==> config.mk <==
export PLATFORM = sky130hd
export DESIGN_NAME = asf_status
export DESIGN_NICKNAME = d
export VERILOG_FILES = /design/src/asf_pkg.sv /design/src/asf_res_if.sv /design/src/asf_adder.sv /design/src/asf_status.sv
export SDC_FILE = /design/constraint.sdc
export NUM_CORES = 1
export LEC_CHECK = 0
export ABC_AREA = 1
export ABC_CLOCK_PERIOD_IN_PS = 8520
export BUFFER_PORTS_ARGS = -buffer_cell sky130_fd_sc_hd__buf_2
export CAP_MARGIN = 0
export CORE_MARGIN = 2
export CORE_UTILIZATION = 50
export DETAILED_ROUTE_END_ITERATION = 16
export GPL_TIMING_DRIVEN = 0
export HOLD_SLACK_MARGIN = 0.03
export PLACE_DENSITY = 0.86
export RECOVER_POWER = 25
export SLEW_MARGIN = 40
export SYNTH_ARGS = -nofsm -noshare
export SYNTH_HDL_FRONTEND = slang
export SYNTH_SLANG_ARGS = --single-unit
==> constraint.sdc <==
create_clock -name ref_clk -period 8.52 [get_ports ref_clk]
set_clock_uncertainty 0.15 [all_clocks]
set_input_delay 1.704 -clock ref_clk [delete_from_list [all_inputs] [get_ports ref_clk]]
set_output_delay 1.704 -clock ref_clk [all_outputs]
set_load 0.1 [all_outputs]
==> src/asf_pkg.sv <==
package asf_pkg;

    // ****************************************************************
    // Register map and field layout.
    // ****************************************************************
    localparam logic [8:0] STATUS_ADDR_B0 = 9'h003;
    localparam logic [8:0] STATUS_ADDR_B1 = 9'h083;
    localparam logic [8:0] STATUS_ADDR_B2 = 9'h103;
    localparam logic [8:0] STATUS_ADDR_B3 = 9'h183;
    localparam logic [6:0] STATUS_LOW_ADDR = 7'h03;
    localparam int         BIT_CARRY   = 0;
    localparam int         BIT_NIBBLE  = 1;
    localparam int         BIT_ZERO    = 2;
    localparam int         BIT_SLEEP   = 3;
    localparam int         BIT_WDOG    = 4;
    localparam int         NIBBLE_W    = 4;
    localparam logic [2:0] BANK_RESET  = 3'h0;
    localparam logic [2:0] ARITH_RESET = 3'h0;
    localparam logic       SLEEP_RESET = 1'b1;
    localparam logic       WDOG_RESET  = 1'b1;

    // ****************************************************************
    // Operation codes presented by the instruction decoder.
    // ****************************************************************
    typedef enum logic [3:0] {
        ASF_OP_NONE       = 4'h0,
        ASF_OP_ADD        = 4'h1,
        ASF_OP_SUB        = 4'h2,
        ASF_OP_ROT_RIGHT  = 4'h3,
        ASF_OP_ROT_LEFT   = 4'h4,
        ASF_OP_LOGIC      = 4'h5,
        ASF_OP_MOVE_Z     = 4'h6,
        ASF_OP_SLEEP      = 4'h7,
        ASF_OP_WDT_CLEAR  = 4'h8
    } asf_op_t;

endpackage

==> src/asf_res_if.sv <==
`timescale 1ns/1ps
// Carries the adder outputs from the flag datapath to the status register.
interface asf_res_if;
    logic [7:0] result;
    logic       carry;
    logic       nibble;
    logic       zero;
    modport src (output result, output carry, output nibble, output zero);
    modport dst (input result, input carry, input nibble, input zero);
endinterface

==> src/asf_adder.sv <==
`timescale 1ns/1ps
module asf_adder #(
    parameter int WIDTH = 8
) (
    input  wire logic       [WIDTH-1:0] a,
    input  wire logic       [WIDTH-1:0] b,
    input  wire logic                   sub,
    input  wire asf_pkg::asf_op_t       op,
    input  wire logic                   carry_in,
    asf_res_if.src                      res
);
    logic [WIDTH-1:0] b_eff;
    logic [WIDTH:0]   sum;
    logic [asf_pkg::NIBBLE_W:0] low_sum;

    // Subtraction adds the two's complement of the second operand.
    always_comb begin
        b_eff   = sub ? ~b : b;
        sum     = {1'b0, a} + {1'b0, b_eff} + {{WIDTH{1'b0}}, sub};
        low_sum = {1'b0, a[asf_pkg::NIBBLE_W-1:0]}
                + {1'b0, b_eff[asf_pkg::NIBBLE_W-1:0]}
                + {{asf_pkg::NIBBLE_W{1'b0}}, sub};
    end

    // Result and carries; a carry out of a two's complement add is an inverted borrow.
    always_comb begin
        res.nibble = low_sum[asf_pkg::NIBBLE_W];
        res.carry  = sum[WIDTH];
        res.result = sum[WIDTH-1:0];
        if (op == asf_pkg::ASF_OP_ROT_RIGHT) begin
            res.result = {carry_in, a[WIDTH-1:1]};
            res.carry  = a[0];
        end else if (op == asf_pkg::ASF_OP_ROT_LEFT) begin
            res.result = {a[WIDTH-2:0], carry_in};
            res.carry  = a[WIDTH-1];
        end
        res.zero = (res.result == '0);
    end
endmodule

==> src/asf_status.sv <==
`timescale 1ns/1ps
// Functional notes
// - Digit flag set on carry from bit three.
// - Digit flag updated by the two add/sub operations.
// - Digit flag is inverted borrow on subtract.
// - Carry flag set on carry out of bit seven.
// - Carry flag is inverted borrow on subtract.
// - Subtract adds the second operand's two's complement.
// - Rotates load carry with the shifted-out bit.
// - Status register mirrored at 03h, 83h, 103h, 183h.
// - Flag-affecting ops override writes to arithmetic flags.
// - Watchdog and sleep flags ignore software writes.
module asf_status (
    input  wire logic             ref_clk,
    input  wire logic             rst_n,
    input  wire asf_pkg::asf_op_t op,
    input  wire logic       [7:0] operand_a,
    input  wire logic       [7:0] operand_b,
    input  wire logic       [7:0] logic_result,
    input  wire logic             wdt_timeout,
    input  wire logic       [8:0] addr,
    input  wire logic       [7:0] wdata,
    input  wire logic             wr_en,
    input  wire logic             rd_en,
    output logic            [7:0] rdata,
    output logic            [7:0] alu_result,
    output logic            [7:0] status_flags
);

    // ****************************************************************
    // Datapath.
    // ****************************************************************
    asf_res_if res_bus ();
    logic [2:0] bank_reg;
    logic       wdog_reg;
    logic       sleep_reg;
    logic       zero_reg;
    logic       nibble_reg;
    logic       carry_reg;
    logic       sel;
    logic       arith;
    logic       rotate;
    logic       flag_op;
    logic [7:0] status_now;

    asf_adder #(
        .WIDTH    (8)
    ) u_adder (
        .a        (operand_a),
        .b        (operand_b),
        .sub      (op == asf_pkg::ASF_OP_SUB),
        .op       (op),
        .carry_in (carry_reg),
        .res      (res_bus)
    );

    // Decode of the instruction classes that touch flags.
    always_comb begin
        arith   = (op == asf_pkg::ASF_OP_ADD) || (op == asf_pkg::ASF_OP_SUB);
        rotate  = (op == asf_pkg::ASF_OP_ROT_RIGHT) || (op == asf_pkg::ASF_OP_ROT_LEFT);
        flag_op = arith || rotate || (op == asf_pkg::ASF_OP_LOGIC)
               || (op == asf_pkg::ASF_OP_MOVE_Z);
        sel     = (addr[6:0] == asf_pkg::STATUS_LOW_ADDR);
        alu_result = (op == asf_pkg::ASF_OP_LOGIC) ? logic_result : res_bus.result;
    end

    // ****************************************************************
    // Status register.
    // ****************************************************************

    // Bank select bits are plain read/write.
    always_ff @(posedge ref_clk) begin
        if (!rst_n) begin
            bank_reg <= asf_pkg::BANK_RESET;
        end else if (wr_en && sel) begin
            bank_reg <= wdata[7:5];
        end
    end

    // Zero flag: result logic has priority over a software write.
    always_ff @(posedge ref_clk) begin
        if (!rst_n) begin
            zero_reg <= asf_pkg::ARITH_RESET[asf_pkg::BIT_ZERO];
        end else if (arith || op == asf_pkg::ASF_OP_LOGIC) begin
            zero_reg <= (alu_result == 8'h00);
        end else if (op == asf_pkg::ASF_OP_MOVE_Z) begin
            zero_reg <= (operand_a == 8'h00);
        end else if (wr_en && sel && !flag_op) begin
            zero_reg <= wdata[asf_pkg::BIT_ZERO];
        end
    end

    // Digit flag: only add and subtract update it.
    always_ff @(posedge ref_clk) begin
        if (!rst_n) begin
            nibble_reg <= asf_pkg::ARITH_RESET[asf_pkg::BIT_NIBBLE];
        end else if (arith) begin
            nibble_reg <= res_bus.nibble;
        end else if (wr_en && sel && !flag_op) begin
            nibble_reg <= wdata[asf_pkg::BIT_NIBBLE];
        end
    end

    // Carry flag: add, subtract and rotates update it.
    always_ff @(posedge ref_clk) begin
        if (!rst_n) begin
            carry_reg <= asf_pkg::ARITH_RESET[asf_pkg::BIT_CARRY];
        end else if (arith || rotate) begin
            carry_reg <= res_bus.carry;
        end else if (wr_en && sel && !flag_op) begin
            carry_reg <= wdata[asf_pkg::BIT_CARRY];
        end
    end

    // Sleep and watchdog flags change only by events, never by writes.
    always_ff @(posedge ref_clk) begin
        if (!rst_n) begin
            sleep_reg <= asf_pkg::SLEEP_RESET;
            wdog_reg  <= asf_pkg::WDOG_RESET;
        end else if (op == asf_pkg::ASF_OP_WDT_CLEAR) begin
            sleep_reg <= 1'b1;
            wdog_reg  <= 1'b1;
        end else if (op == asf_pkg::ASF_OP_SLEEP) begin
            sleep_reg <= 1'b0;
            wdog_reg  <= 1'b1;
        end else if (wdt_timeout) begin
            wdog_reg  <= 1'b0;
        end
    end

    // Read port answers one cycle after the strobe; other addresses read zero.
    always_comb begin
        status_now = {bank_reg, wdog_reg, sleep_reg, zero_reg, nibble_reg, carry_reg};
        status_flags = status_now;
    end

    // Read data stand for one cycle after a status read and are zero otherwise.
    always_ff @(posedge ref_clk) begin
        if (!rst_n) begin
            rdata <= 8'h00;
        end else if (rd_en && sel) begin
            rdata <= status_now;
        end else begin
            rdata <= 8'h00;
        end
    end
endmodule

-- After elaboration in Yosys (flattened, before gate mapping)
Index checks and enable logic that the tools add are counted.
W data, S select, Z words.
- add/sub/neg operators: 4
- eq/ne operators: 9
- mux-type cells: 13
- bitwise operators: 2
- reductions and logical operators: 18
- operators by type and width (cell ; number):
    $mux W8 ; 4
    $eq A4 B3 Y1 const B ; 4
    $logic_not A8 Y1 ; 2
    $add A8 B8 Y9 ; 1
    $add A9 B1 Y9 ; 1
    $mux W1 ; 9
    $eq A4 B2 Y1 const B ; 2
    $not A8 Y8 ; 1
    $eq A7 B2 Y1 const B ; 1
    $logic_or A1 B1 Y1 ; 6
    $add A4 B4 Y5 ; 1
    $add A5 B1 Y5 ; 1
    $eq A4 B1 Y1 const B ; 1
    $eq A4 B4 Y1 const B ; 1
    $reduce_bool A2 Y1 ; 2
    $logic_and A1 B1 Y1 ; 3
    $reduce_bool A3 Y1 ; 1
    $reduce_or A3 Y1 ; 1
    $reduce_and A2 Y1 ; 1
    $reduce_or A2 Y1 ; 1
    $logic_not A1 Y1 ; 1
    $not A1 Y1 ; 1
- register bits after elaboration: 16
- bits of input ports: 50
- word-level logic and storage cells: 53

-- Depth between registers and ports, before layout
Gate-level depths: netlist (run 1).
- depth in word-level cells: 10
- gate-level depth with buffers: 19

-- Hierarchy
A second synthesis (run 1) with hierarchy kept.
- cell total of the unflattened synthesis: 316
- area total of the unflattened synthesis: 1805.5 um^2
- modules (own cells, without submodules) (module ; times used ; cells an instance ; area an instance (um^2)):
    asf_status ; 1 ; 163 ; 982.2
    asf_adder ; 1 ; 153 ; 823.3

-- Least setup slack after synthesis (run 1)
Ideal clock, no wire load.
- path type: input port to output port
- start: input op[1]
- end: output alu_result[6]
- arrival time: 4580 ps
- setup slack: 2086 ps
- cell stages on the path: 10
- cells stage by stage: inv_1 nor2_2 nand2_1 xnor2_1 fa_1 nand4_1 nand4_1 nand3_1 nand3_1 a21oi_1
- longest elaborated chain between the ends: 7
- elaborated cells between the ends (all ways): 10
- those cells by class: add/sub: 2; eq/ne: 4; mux: 4
- RTL lines (what ; line ; source):
    start, declared ; asf_status.sv:16 ; input wire asf_pkg::asf_op_t op,
    $eq A4 B2 Y1 ; asf_status.sv:51 ; .sub (op == asf_pkg::ASF_OP_SUB),
    $mux W8 ; asf_adder.sv:18 ; b_eff = sub ? ~b : b;
    $add A8 B8 Y9 ; asf_adder.sv:19 ; sum = {1'b0, a} + {1'b0, b_eff} + {{WIDTH{1'b0}}, sub};
    $add A9 B1 Y9 ; asf_adder.sv:19 ;
    $mux W8 ; asf_adder.sv:33 ; end else if (op == asf_pkg::ASF_OP_ROT_LEFT) begin
    $mux W8 ; asf_adder.sv:30 ; if (op == asf_pkg::ASF_OP_ROT_RIGHT) begin
    $mux W8 (*) ; asf_status.sv:64 ; alu_result = (op == asf_pkg::ASF_OP_LOGIC) ? logic_result : res_bus.result;
    end, declared ; asf_status.sv:26 ; output logic [7:0] alu_result,
Every way passes the cells marked *; elsewhere a longest branch is shown, timed or not.

-- Final worst setup path (run 1)
- start: input op[3]
- end: output alu_result[5]
Same word-level chain as after synthesis.

==> results of run 1 <==
-- stage by stage --
stage	worst slack (ns)	utilization [%]	hold slack [ns]	total power, W
4_1_cts	2.44	65.3	0.297	0.000286
3_3_place_gp	2.49	64.1	0.278	0.000236
5_1_grt	2.13	65.3	0.316	0.000301
2_1_floorplan	2.09	-	0.268	0.000204
3_5_place_dp	2.45	64.1	0.280	0.000237
6_report	2.43	65.3	0.298	0.000285
-- synthesized netlist by cell type --
cell type,count,area share [%]
nand2_1,68,17
inv_1,43,11
nor2_1,24,5.9
nand3_1,22,7.2
dfxtp_1,16,21
o21ai_0,13,4.3
a21oi_1,12,3.9
ha_1,9,7.4
buf_4,7,3.5
xnor2_1,7,4.0
or2_2,5,2.1
inv_2,3,0.74
nand4_1,3,1.2
nor2_2,3,1.2
a31oi_1,2,0.82
nand2_2,2,0.82
nor3_1,2,0.66
nor4_1,2,0.82
o21ai_1,2,0.66
o22ai_1,2,0.82
clkinv_1,1,0.25
fa_1,1,1.3
nor2_4,1,0.74
o211ai_1,1,0.49
o21bai_1,1,0.49
o221ai_1,1,0.58
o311ai_0,1,0.58
o31ai_1,1,0.49
xor2_1,1,0.58
-- logic make-up after synthesis --
group / synth area share [%]
DFF: 21.0
buffers and inverters: 15.0
xor gates and xnor gates: 4.60
AOI/OAI and AO/OA: 13.1
and+or+nand+nor: 37.5
adders and majority gates: 8.71
-- worst max path at each step --
stage / start / end / cells after the start / slack, ns
after floorplan: op[1] / alu_result[6] / 10 / 2.09
after global placement: op[1] / alu_result[5] / 16 / 2.49
after detailed placement: op[1] / alu_result[5] / 16 / 2.45
after CTS: op[1] / alu_result[5] / 16 / 2.44
after global routing: op[3] / alu_result[5] / 15 / 2.13
final: op[3] / alu_result[5] / 15 / 2.43
-- power breakdown --
part	internal, W	total (W)	switching, W
Sequential	0.0000764	0.0000776	0.00000124
Clock	0.0000261	0.0000490	0.0000229
Combinational	0.0000397	0.000158	0.000119
-- worst max-delay path, delay by kind of cell --
family	cells	cell delay, ns
AOI/OAI and AO/OA	2	0.35
xor gates and xnor gates	1	0.21
adders and majority gates	1	0.35
buffers and inverters	3	0.61
and+or+nand+nor	8	1.00
-- area by class of cell --
class / instances / area share [%]
Buffer: 7 / 2.70
Multi-Input combinational cell: 186 / 50.1
Inverter: 47 / 9.07
Tap cell: 33 / 2.12
Clock buffer: 4 / 1.87
Timing Repair Buffer: 69 / 17.7
Sequential cell: 16 / 16.5
-- metal layers --
metal | routed length, um | share of wire (%) | vias to the layer above | global-route usage (%)
li1 | - | - | 958 | -
met1 | 1610 | 43 | 784 | 24.1
met2 | 1880 | 50 | 63 | 42.5
met3 | 160 | 4.3 | 9 | 1.53
met4 | 90 | 2.4 | 0 | 8.77
met5 | 0 | 0 | - | 0
==> results by group, run 1 <==
Clocking
  • Post-cts resize count: 0
  • Num CTS Buffers: 3
  • TritonCTS Sinks: 16
  • Clk Tree Root Cell: clkbuf_4
  • # hold bufs at CTS: 0
  • Worst-path clk slew: 0.08 ns
  • Max clock buf depth: 2
  • H-tree levels: 1
  • CTS tree: built
  • Post-CTS Setup Bufs: 0
  • Worst skew pair latency: 0.29 ns

Timing
  • Final Cycle Share: 71.4%
  • Fmax: 0.164 GHz
  • Final Hold Vio Count: 0
  • Max-slew violation count: 0
  • Least-Margin Pin Slew: 0.491 ns
  • Slew headroom: 67.5%
  • Setup violators final: 0
  • Final setup TNS: 0 ns
  • Crit path time final: 6.09 ns
  • Unrepaired setup endpoints after global routing: false

Floorplanning
  • Starting Density: 51.1%
  • DIE AREA: 0.00350 mm2
  • FP Rows: 20
  • Die width: 59.2 um
  • Die Ht: 59.2 um
  • Top-Level Pins: 74
  • CORE AREA: 0.00298 mm2

Finish
  • Fraction of layout cells with a size suffix above 1: 28.3%
  • Most frequent cells in the layout: nand2_1 (68), buf_2 (68), inv_1 (43)
  • # fillers: 300
  • Area occupied by registers: 320 um2
  • Number of flip-flops in the largest register: 8
  • NumNets Final: 390
  • Finished Cell Area: 0.00194 mm2
  • Diodes inserted: 0
  • Layout area overhead: 27.7%
  • Area occupied by multi-input gates: 973 um2
  • Fin cells: 362

Place
  • Number of port buffers: 69
  • Dpl cells: 358
  • Detail Placement HPWL: 3230 um
  • Placed cell areas: 0.00191 mm2
  • GP Congestion: 0.891

Synthesis
  • Cell Area, Synth: 0.00152 mm2
  • #FFs+latches synth: 16
  • Syn nets: 316
  • Mean Syn Cell Area: 5.95 um2
  • Sequential fraction of the synthesis area: 21.0%
  • Syn Inst Count: 256
  • Yosys cell types: 29
  • Syn. warnings: 0

Worst setup path
  • Critical path arrival: 4.23 ns
  • FF-to-FF Start: carry_reg$_SDFFE_PN0P_
  • CP Data Required Time: 6.67 ns
  • CP cell instances: clkbuf_1 -> nor2_2 -> nand2_1 -> xnor2_1 -> ha_1 -> a21oi_1 -> nor2_1 -> nor2_1 -> nand3_1 -> nand2_1 -> o22ai_1 -> nand3_1 -> nand2_1 -> inv_1 -> buf_2
  • CP peak stage delay: 0.41 ns
  • CP endpoint kind: primary output
  • WS Path Type: primary input to primary output
  • Reg2reg end: zero_reg$_SDFFE_PN0P_
  • Slowest stage cell, crit path: buf_2
  • Most common cell on crit path: nand2_1
  • Setup crit start kind: primary input
  • FF-to-FF setup slack: 7.00 ns
  • Worst Reg-to-Reg Cells: 11
  • CP Max Fanout: 7

Routing
  • Iteration-0 DRC Markers: 35
  • DRT Wirelength: 3740 um
  • Post-detailed-route count of antenna-violating nets: 0
  • Number of remaining DRC errors: 0
  • Vias/cell: 5.01
  • Detailed Routing Iterations Pass 1: 4
  • Wire length per cell: 10.3 um
  • Vias after detailed routing: 1814

Min path
  • Cell depth of the worst min-delay path: 2
  • Min-delay src: zero_reg$_SDFFE_PN0P_
  • Min-Delay Endpoint: rdata[2]$_SDFF_PN0_
  • Worst hold path type: flip-flop to flip-flop

Pwr
  • Power per cell area: 146 mW/mm2
  • Static Leak: 1.13 nW
  • Worst VDD drop: 53.4 uV

Run status
  • Outcome: completed

GRT
  • Vias in the first global route: 1553
  • Initial antenna violation count: 0
  • Pin count of the biggest net entering global routing: 11
  • First-pass GRT wire length: 6110 um
  • Total track usage: 21.9%
  • Remaining global-route overflow: 0

Run
  • Max-cap violations: 0
Power figures use the tool's default switching activity.
==> run 2: changes to the inputs <==
- ABC_CLOCK_PERIOD_IN_PS: 8520 -> 5800
- CORE_UTILIZATION: 50 -> 46
- PLACE_DENSITY: 0.86 -> 0.8
- clock period: 8.52 -> 5.8 ns (I/O delays scaled with it)
==> run 2 against run 1 <==
- first-iteration DRC count stayed put
- register-to-register slack worse by 2.6 ns
- sequential share of layout area stayed put
- die area is 8.1% higher
- setup slack worse by 1.6 ns
- total power is 40% higher
- sequential power is 47% higher
- combinational power is 47% higher
- cell area stayed put
- non-clock buffer count stayed put
- largest power group unchanged
==> results by group, run 2 (synthesis results as in run 1) <==
Worst setup path
  • CP endpoint kind: primary output
  • CP Max Fanout: 7
  • Crit path launch: op[0]
  • WS Path Type: primary input to primary output
  • CP Data Required Time: 4.49 ns
  • FF-to-FF Start: carry_reg$_SDFFE_PN0P_
  • Critical path arrival: 3.63 ns
  • Setup crit start kind: primary input

Pwr
  • Static Leak: 1.12 nW
  • Worst VDD drop: 78.0 uV
  • Power per cell area: 205 mW/mm2
  • Total power draw: 0.000399 W

Routing
  • Vias/cell: 4.75
  • Wire length per cell: 9.95 um
  • DRT Wirelength: 3700 um
  • Number of remaining DRC errors: 0
  • Detailed Routing Iterations Pass 1: 4
  • Iteration-0 DRC Markers: 35
  • Post-detailed-route count of antenna-violating nets: 0
  • Vias after detailed routing: 1766

Finish
  • Fin cells: 372
  • NumNets Final: 390
  • Layout area overhead: 27.7%
  • Fraction of layout cells with a size suffix above 1: 28.0%
  • Most frequent cells in the layout: nand2_1 (68), buf_2 (68), inv_1 (43)
  • Finished Cell Area: 0.00194 mm2
  • Number of flip-flops in the largest register: 8
  • # fillers: 340
  • Diodes inserted: 0

Clocking
  • CTS tree: built
  • Post-cts resize count: 0
  • # hold bufs at CTS: 0
  • TritonCTS Sinks: 16
  • Post-CTS Setup Bufs: 0
  • Num CTS Buffers: 3
  • Max clock buf depth: 2
  • H-tree levels: 1
  • Worst skew pair latency: 0.27 ns
  • Clk Tree Root Cell: clkbuf_4
  • Worst-path clk slew: 0.08 ns

Timing
  • Unrepaired setup endpoints after global routing: false
  • Final Hold Vio Count: 0
  • Final setup TNS: 0 ns
  • Fmax: 0.202 GHz
  • Least-Margin Pin Slew: 0.493 ns
  • Setup violators final: 0
  • Slew headroom: 67.4%
  • Final Cycle Share: 85.2%
  • Crit path time final: 4.94 ns
  • Max-slew violation count: 0

Run
  • Max-cap violations: 0

Place
  • Placed cell areas: 0.00192 mm2
  • Detail Placement HPWL: 3200 um
  • Dpl cells: 369
  • GP Congestion: 0.859
  • Number of port buffers: 69

GRT
  • Pin count of the biggest net entering global routing: 11
  • Total track usage: 20.4%
  • Vias in the first global route: 1573
  • Remaining global-route overflow: 0
  • First-pass GRT wire length: 6000 um
  • Initial antenna violation count: 0

Floorplanning
  • Die Ht: 61.5 um
  • Top-Level Pins: 74
  • FP Rows: 20
  • DIE AREA: 0.00379 mm2
  • Starting Density: 49.1%
  • CORE AREA: 0.00310 mm2
  • Die width: 61.5 um

Run status
  • Outcome: completed

Min path
  • Worst hold path type: flip-flop to flip-flop
  • Min-delay src: sleep_reg$_SDFFE_PP1P_
run 2: changes by cell type in the layout (fill, tap and decap cells not counted), sizes merged:
cell    delta
clkbuf     -1
run 2: final cells by class:
cell class	instances	area [um2]	area share [%]
Buffer	7	52.6	2.70
Clock buffer	3	22.5	1.16
Inverter	47	176	9.07
Multi-Input combinational cell	186	973	50.1
Sequential cell	16	320	16.5
Tap cell	44	55.1	2.83
Timing Repair Buffer	69	344	17.7
run 2: per-layer routing:
layer | global-route usage [%] | routed length (um)
met3 | 1.26 | 230
met1 | 23.1 | 1620
met5 | 0 | 0
met4 | 6.38 | 29
met2 | 40.0 | 1820
run 2: power by group:
part	switching (W)	internal, W	total [W]
logic	0.000174	0.0000582	0.000232
clock network	0.0000293	0.0000240	0.0000534
registers	0.00000167	0.000112	0.000114
total	0.000205	0.000194	0.000399
run 2: metrics by stage:
stage          utilization, %  hold slack (ns)  worst slack (ns)
2_1_floorplan               -            0.268             0.454
3_3_place_gp             62.0            0.283             0.851
3_5_place_dp             62.0            0.290             0.849
4_1_cts                  62.7            0.302             0.844
5_1_grt                  62.7            0.328             0.454
6_report                 62.7            0.299             0.857
run 2: worst paths after layout:
path / endpoint / slack, ns / depth (start not counted)
setup / recovery: alu_result[5] / 0.86 / 15
hold reg to reg: rdata[3]$_SDFF_PN0_ / 0.30 / 2
setup reg to reg: zero_reg$_SDFFE_PN0P_ / 4.37 / 11
hold / removal: rdata[3]$_SDFF_PN0_ / 0.30 / 2
run 2: critical path, cell delays in order:
cell and delay (ns):
clkbuf_1 0.11, nor2_2 0.20, nand2_1 0.28, xnor2_1 0.21, ha_1 0.35, a21oi_1 0.26, nor2_1 0.07, nor2_1 0.14
nand3_1 0.09, nand2_1 0.06, o22ai_1 0.06, nand3_1 0.08, nand2_1 0.07, inv_1 0.06, buf_2 0.41
